File: src/tdd_pkg.sv
// Behaviour
// - Tamper monitoring runs only while the enable control bit is set.
// - Criterion: difference of samples exceeds threshold fraction of their mean.
// - Threshold fraction is 12.5% or 6.25%, picked by threshold_select.
// - Opposite energy signs force tamper at once; larger channel is used.
// - In single wire operation apparent energy replaces active energy.
// - After reset the state machine sits in normal, no tamper.
// - Normal state alternates 32 periods primary, 32 periods secondary.
// - Comparison window opens 4 periods before switch, lasts 8 periods.
// - Sample A is 4 primary periods, sample B the next 4 secondary.
// - Tamper state entered after four consecutive matching results, or at once on opposite signs.
// - Tamper ratio is 60:4 if primary higher, else 4:60.
// - In tamper the gap reuses the last higher-channel value, no averaging.
// - During the gap the other channel is still sampled for comparison.
// - Status bit reads 1 while a tamper state holds, else 0.
// - Bad period, stuck input or no load force normal and disable.
// - Standalone mode drives the tamper bit onto a dedicated pin.
package tdd_pkg;

  // Register byte offsets
  localparam logic [3:0] TDD_ADR_CTRL = 4'h0;
  localparam logic [3:0] TDD_ADR_STATUS = 4'h4;
  localparam logic [3:0] TDD_ADR_IRQ_STAT = 4'h8;
  localparam logic [3:0] TDD_ADR_IRQ_MASK = 4'hc;

  // Control field positions
  localparam int TDD_CTRL_ENABLE = 0;
  localparam int TDD_CTRL_THR_SEL = 1;
  localparam int TDD_CTRL_STANDALONE = 2;

  // Status field position of the tamper bit
  localparam int TDD_STAT_TAMPER = 0;

  // Interrupt event bit positions
  localparam int TDD_IRQ_CHANGE = 0;
  localparam int TDD_IRQ_RESULT = 1;
  localparam int TDD_IRQ_HIT = 2;
  localparam int TDD_IRQ_BITS = 3;

  // Reset values
  localparam logic [2:0] TDD_CTRL_RESET = 3'h0;
  localparam logic [2:0] TDD_MASK_RESET = 3'h0;

  // Multiplex switch points within a 64 period frame
  localparam logic [5:0] TDD_SW_NORMAL = 6'h20;
  localparam logic [5:0] TDD_SW_PRI = 6'h3c;
  localparam logic [5:0] TDD_SW_SEC = 6'h04;
  localparam logic [5:0] TDD_SAMPLE_LEN = 6'h04;
  localparam logic [2:0] TDD_CONS_NEEDED = 3'h4;

  // Shifts giving fraction times mean: 12.5% and 6.25%
  localparam int TDD_SHIFT_HI = 4;
  localparam int TDD_SHIFT_LO = 5;

  typedef enum logic [1:0] {
    ST_NORMAL = 2'b00,
    ST_TAMP_PRI = 2'b01,
    ST_TAMP_SEC = 2'b10
  } tdd_state_t;

endpackage

File: src/tdd_threshold_select.sv
`timescale 1ns/1ns
module tdd_threshold_select import tdd_pkg::*; #(
  parameter int W = 27
) (
  // Clock and reset
  input wire logic sys_clk,
  input wire logic rst,
  // Samples in
  input wire logic in_valid,
  input wire logic signed [W-1:0] samp_a,
  input wire logic signed [W-1:0] samp_b,
  input wire logic thr_sel,
  // Result out
  output logic out_valid,
  output logic hit_o,
  output logic a_gt_o,
  output logic opp_o
);

  logic [W-1:0] mag_a;
  logic [W-1:0] mag_b;
  logic [W-1:0] diff;
  logic [W:0] sum;
  logic [W:0] thr;
  logic opp_c;

  // Magnitudes; the most negative value still fits unsigned
  always_comb begin
    mag_a = samp_a[W-1] ? W'(-samp_a) : W'(samp_a);
    mag_b = samp_b[W-1] ? W'(-samp_b) : W'(samp_b);
    diff = (mag_a > mag_b) ? mag_a - mag_b : mag_b - mag_a;
    sum = {1'b0, mag_a} + {1'b0, mag_b};
    thr = thr_sel ? (sum >> TDD_SHIFT_LO) : (sum >> TDD_SHIFT_HI);
    opp_c = samp_a[W-1] ^ samp_b[W-1];
  end

  // One result per window, registered
  always_ff @(posedge sys_clk or posedge rst) begin
    if (rst) begin
      out_valid <= 1'b0;
      hit_o <= 1'b0;
      a_gt_o <= 1'b0;
      opp_o <= 1'b0;
    end else begin
      out_valid <= in_valid;
      if (in_valid) begin
        hit_o <= opp_c | ({1'b0, diff} > thr);
        a_gt_o <= mag_a > mag_b;
        opp_o <= opp_c;
      end
    end
  end

  // Helper: criterion in multiplied form, independent of the shifts
  logic [W+5:0] lhs_hi;
  logic [W+5:0] lhs_lo;
  logic [W+5:0] sum_x;
  logic exp_hit;
  assign lhs_hi = {2'b00, diff, 4'h0};
  assign lhs_lo = {1'b0, diff, 5'h00};
  assign sum_x = {5'h00, sum};
  assign exp_hit = opp_c || (thr_sel ? lhs_lo > sum_x : lhs_hi > sum_x);
endmodule

File: src/tdd_tamper.sv
`timescale 1ns/1ns
module tdd_tamper import tdd_pkg::*; #(
  parameter int EW = 24
) (
  // Clock and reset
  input wire logic sys_clk,
  input wire logic rst,
  // Wishbone slave
  input wire logic wb_cyc_i,
  input wire logic wb_stb_i,
  input wire logic wb_we_i,
  input wire logic [3:0] wb_adr_i,
  input wire logic [3:0] wb_sel_i,
  input wire logic [31:0] wb_dat_i,
  output logic [31:0] wb_dat_o,
  output logic wb_ack_o,
  // Energy datapath and detectors
  input wire logic period_tick,
  input wire logic signed [EW-1:0] active_pri,
  input wire logic signed [EW-1:0] active_sec,
  input wire logic signed [EW-1:0] apparent_pri,
  input wire logic signed [EW-1:0] apparent_sec,
  input wire logic single_wire_operation,
  input wire logic line_period_error_flag,
  input wire logic sd_stuck_flag,
  input wire logic no_load_flag,
  // Channel control and status
  output logic chan_sel,
  output logic hold_last,
  output logic tamper_detected,
  output logic standalone_status_out,
  output logic irq
);

  localparam int AW = EW + 3;

  logic ctrl_enable_reg;
  logic thr_sel_reg;
  logic standalone_reg;
  logic [TDD_IRQ_BITS-1:0] irq_stat_reg;
  logic [TDD_IRQ_BITS-1:0] irq_mask_reg;
  tdd_state_t state_reg;
  tdd_state_t state_next;
  tdd_state_t cand_reg;
  tdd_state_t res_class;
  logic [2:0] cons_reg;
  logic [5:0] pcnt_reg;
  logic [5:0] sw_point;
  logic [5:0] win_start;
  logic [5:0] win_end;
  logic signed [AW-1:0] acc_a_reg;
  logic signed [AW-1:0] acc_b_reg;
  logic signed [AW-1:0] e_pri;
  logic signed [AW-1:0] e_sec;
  logic signed [AW-1:0] samp_b;
  logic in_win_a;
  logic in_win_b;
  logic inhibit;
  logic cmp_go;
  logic res_valid;
  logic res_hit;
  logic res_a_gt;
  logic res_opp;
  logic last_hit_reg;
  logic wb_req;
  logic wb_wr;
  logic [TDD_IRQ_BITS-1:0] events;

  // Bad inputs or disabled: the whole block rests in normal
  assign inhibit = !ctrl_enable_reg | line_period_error_flag
                 | sd_stuck_flag | no_load_flag;

  // Apparent energy stands in when no voltage phase exists
  assign e_pri = single_wire_operation ? AW'(apparent_pri) : AW'(active_pri);
  assign e_sec = single_wire_operation ? AW'(apparent_sec) : AW'(active_sec);

  // Switch point of the current multiplex ratio
  always_comb begin
    unique case (state_reg)
      ST_NORMAL: sw_point = TDD_SW_NORMAL;
      ST_TAMP_PRI: sw_point = TDD_SW_PRI;
      ST_TAMP_SEC: sw_point = TDD_SW_SEC;
      default: sw_point = TDD_SW_NORMAL;
    endcase
  end

  // Window spans four periods either side of the switch point
  assign win_start = sw_point - TDD_SAMPLE_LEN;
  assign win_end = sw_point + TDD_SAMPLE_LEN - 6'h01;
  assign in_win_a = (pcnt_reg >= win_start) && (pcnt_reg < sw_point);
  assign in_win_b = (pcnt_reg >= sw_point) && (pcnt_reg <= win_end);
  assign cmp_go = period_tick && !inhibit && (pcnt_reg == win_end);
  assign samp_b = acc_b_reg + e_sec;

  // Line period counter; a 64 period frame wraps naturally
  always_ff @(posedge sys_clk or posedge rst) begin
    if (rst) begin
      pcnt_reg <= 6'h00;
    end else if (inhibit) begin
      pcnt_reg <= 6'h00;
    end else if (period_tick) begin
      pcnt_reg <= pcnt_reg + 6'h01;
    end
  end

  // Sample A accumulates primary energy before the switch
  always_ff @(posedge sys_clk or posedge rst) begin
    if (rst) begin
      acc_a_reg <= '0;
    end else if (inhibit) begin
      acc_a_reg <= '0;
    end else if (period_tick && in_win_a) begin
      if (pcnt_reg == win_start) begin
        acc_a_reg <= e_pri;
      end else begin
        acc_a_reg <= acc_a_reg + e_pri;
      end
    end
  end

  // Sample B accumulates secondary energy after it, in the gap when primary tamper holds
  always_ff @(posedge sys_clk or posedge rst) begin
    if (rst) begin
      acc_b_reg <= '0;
    end else if (inhibit) begin
      acc_b_reg <= '0;
    end else if (period_tick && in_win_b) begin
      if (pcnt_reg == sw_point) begin
        acc_b_reg <= e_sec;
      end else begin
        acc_b_reg <= samp_b;
      end
    end
  end

  // Criterion evaluation, one cycle of latency
  tdd_threshold_select #(
    .W(AW)
  ) u_threshold_select (
    .sys_clk(sys_clk),
    .rst(rst),
    .in_valid(cmp_go),
    .samp_a(acc_a_reg),
    .samp_b(samp_b),
    .thr_sel(thr_sel_reg),
    .out_valid(res_valid),
    .hit_o(res_hit),
    .a_gt_o(res_a_gt),
    .opp_o(res_opp)
  );

  // Which state a single result points at
  always_comb begin
    if (res_hit) begin
      res_class = res_a_gt ? ST_TAMP_PRI : ST_TAMP_SEC;
    end else begin
      res_class = ST_NORMAL;
    end
  end

  // Run of consecutive results pointing at the same state
  always_ff @(posedge sys_clk or posedge rst) begin
    if (rst) begin
      cand_reg <= ST_NORMAL;
      cons_reg <= 3'h0;
      last_hit_reg <= 1'b0;
    end else if (inhibit) begin
      cand_reg <= ST_NORMAL;
      cons_reg <= 3'h0;
    end else if (res_valid) begin
      last_hit_reg <= res_hit;
      if (res_class == cand_reg) begin
        if (cons_reg != TDD_CONS_NEEDED) begin
          cons_reg <= cons_reg + 3'h1;
        end
      end else begin
        cand_reg <= res_class;
        cons_reg <= 3'h1;
      end
    end
  end

  // Next state: sign conflict acts at once, others need a full run
  always_comb begin
    state_next = state_reg;
    if (inhibit) begin
      state_next = ST_NORMAL;
    end else if (res_valid && res_opp) begin
      state_next = res_class;
    end else if (res_valid && res_class == cand_reg
                 && cons_reg == TDD_CONS_NEEDED - 3'h1) begin
      state_next = res_class;
    end
  end

  // State register starts in normal
  always_ff @(posedge sys_clk or posedge rst) begin
    if (rst) begin
      state_reg <= ST_NORMAL;
    end else begin
      state_reg <= state_next;
    end
  end

  // Channel steering; the gap reuses the held higher channel value
  always_ff @(posedge sys_clk or posedge rst) begin
    if (rst) begin
      chan_sel <= 1'b0;
      hold_last <= 1'b0;
    end else begin
      unique case (state_reg)
        ST_NORMAL: begin
          chan_sel <= pcnt_reg >= TDD_SW_NORMAL;
          hold_last <= 1'b0;
        end
        ST_TAMP_PRI: begin
          chan_sel <= 1'b0;
          hold_last <= pcnt_reg >= TDD_SW_PRI;
        end
        ST_TAMP_SEC: begin
          chan_sel <= 1'b1;
          hold_last <= pcnt_reg < TDD_SW_SEC;
        end
        default: begin
          chan_sel <= 1'b0;
          hold_last <= 1'b0;
        end
      endcase
    end
  end

  // Status outputs; pin only driven in standalone mode
  always_ff @(posedge sys_clk or posedge rst) begin
    if (rst) begin
      tamper_detected <= 1'b0;
      standalone_status_out <= 1'b0;
    end else begin
      tamper_detected <= state_reg != ST_NORMAL;
      standalone_status_out <= standalone_reg && state_reg != ST_NORMAL;
    end
  end

  // Wishbone: every access answers one cycle later, unmapped reads zero
  assign wb_req = wb_cyc_i && wb_stb_i && !wb_ack_o;
  assign wb_wr = wb_req && wb_we_i && wb_sel_i[0];

  always_ff @(posedge sys_clk or posedge rst) begin
    if (rst) begin
      wb_ack_o <= 1'b0;
    end else begin
      wb_ack_o <= wb_req;
    end
  end

  // Read data captured with the request
  always_ff @(posedge sys_clk or posedge rst) begin
    if (rst) begin
      wb_dat_o <= 32'h0000_0000;
    end else if (wb_req && !wb_we_i) begin
      unique case (wb_adr_i)
        TDD_ADR_CTRL: wb_dat_o <= {29'h0, standalone_reg, thr_sel_reg, ctrl_enable_reg};
        TDD_ADR_STATUS: wb_dat_o <= {25'h0, cons_reg, last_hit_reg, state_reg,
                                     state_reg != ST_NORMAL};
        TDD_ADR_IRQ_STAT: wb_dat_o <= {29'h0, irq_stat_reg};
        TDD_ADR_IRQ_MASK: wb_dat_o <= {29'h0, irq_mask_reg};
        default: wb_dat_o <= 32'h0000_0000;
      endcase
    end else begin
      wb_dat_o <= 32'h0000_0000;
    end
  end

  // Control register
  always_ff @(posedge sys_clk or posedge rst) begin
    if (rst) begin
      {standalone_reg, thr_sel_reg, ctrl_enable_reg} <= TDD_CTRL_RESET;
    end else if (wb_wr && wb_adr_i == TDD_ADR_CTRL) begin
      ctrl_enable_reg <= wb_dat_i[TDD_CTRL_ENABLE];
      thr_sel_reg <= wb_dat_i[TDD_CTRL_THR_SEL];
      standalone_reg <= wb_dat_i[TDD_CTRL_STANDALONE];
    end
  end

  // Sticky events; a new event beats a same-cycle clear
  always_comb begin
    events = '0;
    events[TDD_IRQ_CHANGE] = state_next != state_reg;
    events[TDD_IRQ_RESULT] = res_valid;
    events[TDD_IRQ_HIT] = res_valid && res_hit;
  end

  always_ff @(posedge sys_clk or posedge rst) begin
    if (rst) begin
      irq_stat_reg <= '0;
    end else if (wb_wr && wb_adr_i == TDD_ADR_IRQ_STAT) begin
      irq_stat_reg <= (irq_stat_reg & ~wb_dat_i[TDD_IRQ_BITS-1:0]) | events;
    end else begin
      irq_stat_reg <= irq_stat_reg | events;
    end
  end

  // Mask register and level interrupt
  always_ff @(posedge sys_clk or posedge rst) begin
    if (rst) begin
      irq_mask_reg <= TDD_MASK_RESET;
    end else if (wb_wr && wb_adr_i == TDD_ADR_IRQ_MASK) begin
      irq_mask_reg <= wb_dat_i[TDD_IRQ_BITS-1:0];
    end
  end

  always_ff @(posedge sys_clk or posedge rst) begin
    if (rst) begin
      irq <= 1'b0;
    end else begin
      irq <= |(irq_stat_reg & irq_mask_reg);
    end
  end
endmodule

File: config.mk
export PLATFORM = sky130hd
export DESIGN_NAME = tdd_tamper
export DESIGN_NICKNAME = d
export VERILOG_FILES = /design/src/tdd_pkg.sv /design/src/tdd_threshold_select.sv /design/src/tdd_tamper.sv
export SDC_FILE = /design/constraint.sdc
export NUM_CORES = 1
export LEC_CHECK = 0
export ABC_AREA = 0
export BUFFER_PORTS_ARGS = -buffer_cell sky130_fd_sc_hd__buf_2
export CORE_MARGIN = 2
export CORE_UTILIZATION = 65
export CTS_CLUSTER_DIAMETER = 50
export DETAILED_ROUTE_END_ITERATION = 7
export GPL_ROUTABILITY_DRIVEN = 0
export GPL_TIMING_DRIVEN = 1
export PLACE_DENSITY = 0.95
export SLEW_MARGIN = 20
export SYNTH_ARGS = -nofsm -noshare
export SYNTH_HDL_FRONTEND = slang
export SYNTH_SLANG_ARGS = --single-unit
File: constraint.sdc
create_clock -name sys_clk -period 11.39 [get_ports sys_clk]
set_input_delay 1.139 -clock sys_clk [delete_from_list [all_inputs] [get_ports sys_clk]]
set_output_delay 1.139 -clock sys_clk [all_outputs]
set_load 0.05 [all_outputs]
### Word level (Yosys, flattened, before mapping)

Cells that the tools add are included.

* add/subtract/negate cells: 12
* equality and inequality tests: 14
* mux-type cells: 32
* reduce and logical (&&, ||, !) cells: 34
* bitwise logic cells: 11
* $lt $le $gt $ge: 9

Operator list (count)
* 27-bit two-way mux: 11
* 27-bit adder: 2
* 27-bit negator: 2
* 27-bit subtractor: 2
* 32-bit two-way mux: 1
* 27-bit by 27-bit adder with 28-bit output: 1
* 27-bit by 28-bit greater-than comparator with 1-bit output: 1
* 7-bit case mux with 4 select lines: 1
* 27-bit greater-than comparator: 1
* 24-bit two-way mux: 1
* 1-bit logical AND: 19
* 6-bit == test: 3
* 2-bit two-way mux: 8
* 3-bit two-way mux: 5
* 6-bit greater-or-equal comparator: 2
* 6-bit greater-or-equal comparator (second input constant): 2
* 6-bit two-way mux: 2
* 6-bit case mux with 2 select lines: 1
* 2-bit nonzero test: 5
* 4-bit == test (second input constant): 2
* 6-bit by 1-bit adder with 6-bit output (second input constant): 1
* 6-bit by 3-bit adder with 6-bit output (second input constant): 1
* 3-bit bitwise AND: 2
* 6-bit less-or-equal comparator: 1
* other kinds (25): 35

* output and inout port bits: 38
* flip-flop bits (word level): 119
* logic and storage cells: 135
* input port bits: 146

### Depth between registers and ports, before layout

* depth in word-level cells: 11
* mapped depth: 41
* mapped depth without buffers: 36

### By module

A second synthesis with hierarchy kept.

* cells, all modules: 1884
* area, all modules: 14605.3 um2

Modules (own cells, without submodules)
* tdd_tamper: cells an instance 971, seq. area each 2252.2 um2, instances 1, area an instance 8209.1 um2
* tdd_threshold_select: cells an instance 913, seq. area each 100.1 um2, instances 1, area an instance 6396.1 um2

### Least setup slack after synthesis

No wires, ideal clock.

* path kind: input-to-reg
* start: input port single_wire_operation
* end: register u_threshold_select.hit_o
* cell stages on the path: 39
* path buffers: 7
* data required time: 11.272 ns
* setup slack: 2.207 ns
* library setup time: 0.118 ns
* arrival time: 9.065 ns
* cells stage by stage: buf_1 > clkbuf_1 > mux2_2 > ha_1 > fa_1 > a21oi_1 > o22ai_1 > o221ai_1 > a21boi_1 > a221oi_1 > a21o_1 > o21ai_2 > xnor2_2 > buf_2 > a31oi_1 > xnor2_1 > ha_1 > buf_6 > [3 not listed] > nand3_1 > o21ai_2 > a31o_1 > buf_6 > buf_2 > buf_2 > mux2i_1 > o21ai_0 > xnor2_1 > ha_1 > and3_1 > a221oi_1 > o221ai_1 > a211oi_1 > o21ai_0 > o21ai_0 > a41oi_1 > a21o_1

* word-level cells in the longest chain between the ends: 8
* elaborated cells between the ends (all ways): 13
* those cells by class: add/sub: 5; order compare: 2; mux: 4; bitwise: 2

RTL lines
* start: declaration: line tdd_tamper.sv:23 `input wire logic single_wire_operation,`
* 27-bit two-way mux *: line tdd_tamper.sv:75 `assign e_sec = single_wire_operation ? AW'(apparent_sec) : AW'(active_sec);`
* 27-bit adder *: line tdd_tamper.sv:93 `assign samp_b = acc_b_reg + e_sec;`
* 27-bit negator: line tdd_threshold_select.sv:30 `mag_b = samp_b[W-1] ? W'(-samp_b) : W'(samp_b);`
* 27-bit two-way mux: line tdd_threshold_select.sv:30
* 27-bit subtractor (tied with other cells): line tdd_threshold_select.sv:31 `diff = (mag_a > mag_b) ? mag_a - mag_b : mag_b - mag_a;`
* 27-bit two-way mux / 24-bit two-way mux (equally long branches): line tdd_threshold_select.sv:31, tdd_threshold_select.sv:33
* 27-bit by 28-bit greater-than comparator with 1-bit output: line tdd_threshold_select.sv:47 `hit_o <= opp_c | ({1'b0, diff} > thr);`
* 1-bit OR *: line tdd_threshold_select.sv:47
* end signal: assignment: line tdd_threshold_select.sv:47
* end: declaration: line tdd_threshold_select.sv:15 `output logic hit_o,`

Mark *: on every way between the ends. The rest lies on a longest branch, timed or not.
A chain may end at the register's enable or synchronous reset.

### Worst setup path in the final report

Ends and elaborated chain as after synthesis.

==> impl_results.md <==
* Final Power at around 1.2 mW
* CP most frequent cell: o21ai_0
* Synth Area in XOR/XNOR at 8.76%
* Via/cell ratio at approximately 6.7
* Setup TNS at 0 ns
* WS Path Type: primary input to flip-flop
* Die Footprint at between 20,000 and 25,000 sq um
* Row count at 54
* Final instance count without filler cells at around 2,200
* Initial antenna violation count at 0
* Fillers at between 1,500 and 2,000
* Mapped Cells at roughly 1,900
* Area contributors post-synth: ha_1, dfrtp_1, a21oi_1, xnor2_1, nand2_1
* Clock transition at path regs at 0.07 ns
* IO buf count at about 130
* Crit path buffers/inverters at 3
* Clock Path Buffers at 2
* Compound-Gate Fraction of Synth Area at 25.4%
* CP arrival at between 10 and 15 ns
* Mapped Avg Cell Area at 7.64 sq um
* Post-route cell area at 15,300 sq um
* Crit path max-delay cell type: a31o_1
* Root buffer cell: clkbuf_16
* Final HPWL from detailed placement at 31,500 um
* Async SR Flop Fraction at 100%
* Layout cells sized above 1 at 12.7%
* Dpl cells at around 2,200
* Status: finished, final reports clean
* Worst skew pair latency at about 0.36 ns
* Initial drt markers at ~1,600
* Post-synth EDFFs at 0
* Period utilization at ~90%
* PD cells at 81.5 nW/um^2
* Total Wirelength at approximately 42,000 um
* Post-DRT Antenna Nets at 0
* CTS resizes at 0
* Worst Skew at 0.00924 ns
* Yosys top cell area share at ~17%
* Post-synthesis mux area share at roughly 6.5%
* Starting density of the core at 65.8%
* Max frequency at between 90 and 100 MHz
* Global-route wire length before repair at slightly below 70,000 um
* Pin count of the biggest net entering global routing at 71
* Final Max Tran Viols at 0
* Post-synth top area cell: ha_1
* CTS tree: built
* Worst slack at placement at 0.923 ns
* Synth cell types at 83
* Crit path launch type: primary input
* Tmin final at 10.40 ns
* Flops & latches, synth at 94
* Synth Area in Simple Gates at a little under a fifth
* Critical path's top delay family: compound AO/OA/AOI/OAI gates
* HP Class: flip-flop to flip-flop
* Fin nets at about 2,300
* Required time of the critical path at 11.63 ns
* Vias at 14,900
* Hold Violations, Final at 0
* Unrepaired setup endpoints after global routing: no
* Lkg Pwr at 7.41 nW
* I/O Pins at 184
* # Max-Cap Violations at 0
* Worst rel slew slack at a little under a quarter
* WL/cell at 18.9 um
* Synth Warn # at 0
* Main flop type after synthesis: dfrtp_1
* Final setup viols at 0
* Worst Path Max Fanout at 27
* Die X at approximately 150 um
* DRC at 0
* Postcts setup bufs at 0
* Drt first pass iters at 6
* Total GRT Usage at between 30% and 40%
* Htree depth at 3
* Post-layout util at a little over two thirds
* Synth Area in Adders at between 10% and 20%
* TritonCTS buffer count at 9
* Number of global-route vias before repair at roughly 15,000
* Grt ovf at 0
* CTS Sinks at 94
* CP max stage delay at between 0.6 and 0.7 ns
* Ant diodes at 0
* Placed inst area at 15,000 sq um
* Peak VDD IR at 0.0803 mV
* Die Y at approximately 150 um
* Syn-to-layout area delta at 7.01%
* Post-CTS Hold Buffers at 0
* Largest family of logic cells by synthesized area: compound AO/OA/AOI/OAI gates
* Worst Slack Setup Final at about 0.99 ns
* Sequential area share after synthesis at about 16%
* Post-Syn Area at approximately 14,000 sq um
* Core outline area at ~22,000 sq um
* Worst-Margin Slew at 1.15 ns
* CP Capture Type: flip-flop
* Final hold slack at 0.492 ns
cells by family after synthesis:
kind of cell,Yosys count
XOR/XNOR,142
flip-flops,94
AND/OR/NAND/NOR,560
adder cells (fa/ha/maj),193
AO/OA/AOI/OAI,563
other,1
multiplexers,86
buffers and inverters,229
worst paths after layout:
kind | startpoint | end | cells after the start | slack, ns
worst max-delay path | single_wire_operation | u_threshold_select.hit_o$_DFFE_PP0P_ | 35 | 0.99
worst min-delay path | last_hit_reg$_DFFE_PP0P_ | wb_dat_o[3]$_DFF_PP0_ | 1 | 0.49
worst max register to register | acc_b_reg[0]$_DFFE_PP0P_ | u_threshold_select.hit_o$_DFFE_PP0P_ | 33 | 2.34
worst min register to register | last_hit_reg$_DFFE_PP0P_ | wb_dat_o[3]$_DFF_PP0_ | 1 | 0.49
max in group asynchronous | rst | cons_reg[1]$_DFFE_PP0P_ | 3 | 9.40
min in group asynchronous | rst | acc_b_reg[15]$_DFFE_PP0P_ | 2 | 0.75
metal layers:
metal / GRT usage [%] / wire (um) / vias up
li1: - / - / 6794
met1: 41.1 / 15700 / 6945
met2: 58.5 / 19800 / 958
met3: 6.54 / 4030 / 238
met4: 22.0 / 2600 / 0
met5: 0 / 0 / -
synthesized netlist by cell type (all sizes together) (6+ instances only):
master and instances:
and2 12, a221oi 7, mux2i 31, buf 41, a31o 6, a31oi 15, clkbuf 59, nor2 166
and3 15, o21ai 116, o31ai 15, ha 189, or4 8, nor3 37, a21boi 7, o211ai 23
nor2b 21, a21o 40, a311oi 17, a211oi 24, nor4b 7, xnor2 99, or2 9, o21a 12
a21oi 186, nand2 167, inv 129, nand4 14, nand2b 33, or3 16, o21bai 26, nand3 26
nor4 9, dfrtp 94, mux2 55, o211a 7, o41ai 7, xor2 43
worst register-to-register path: cells and delay by family, from the launching register on:
kind,cells,cell delay (ns)
simple gates,4,0.96
buf+inv,2,0.64
flops,1,0.38
compound gates,20,4.61
fa+ha+maj,4,1.39
xor+xnor,3,0.96
power breakdown:
group          leakage, nW  internal (mW)  total [mW]  switching [mW]
logic                 5.95          0.222       0.584           0.361
registers             1.31          0.335       0.337         0.00139
clock network        0.153          0.178       0.324           0.146
cell usage in the layout (no fill, tap or decap), drive strengths merged, types with 55 or more instances in the layout:
master / count
nand2: 167
ha: 189
inv: 130
xnor2: 99
nor2: 166
mux2: 55
a21oi: 186
buf: 139
o21ai: 116
dfrtp: 94
layout make-up:
class | count | area [sq um] | share of cell area, %
multi-input combinational | 1569 | 11100 | 72.3
clock inverter | 6 | 70.1 | 0.459
clock buffer | 10 | 239 | 1.56
inverter | 129 | 487 | 3.19
timing repair buffer | 139 | 728 | 4.77
tap | 280 | 350 | 2.29
sequential | 94 | 2350 | 15.4
Power figures use the tool's default switching activity.
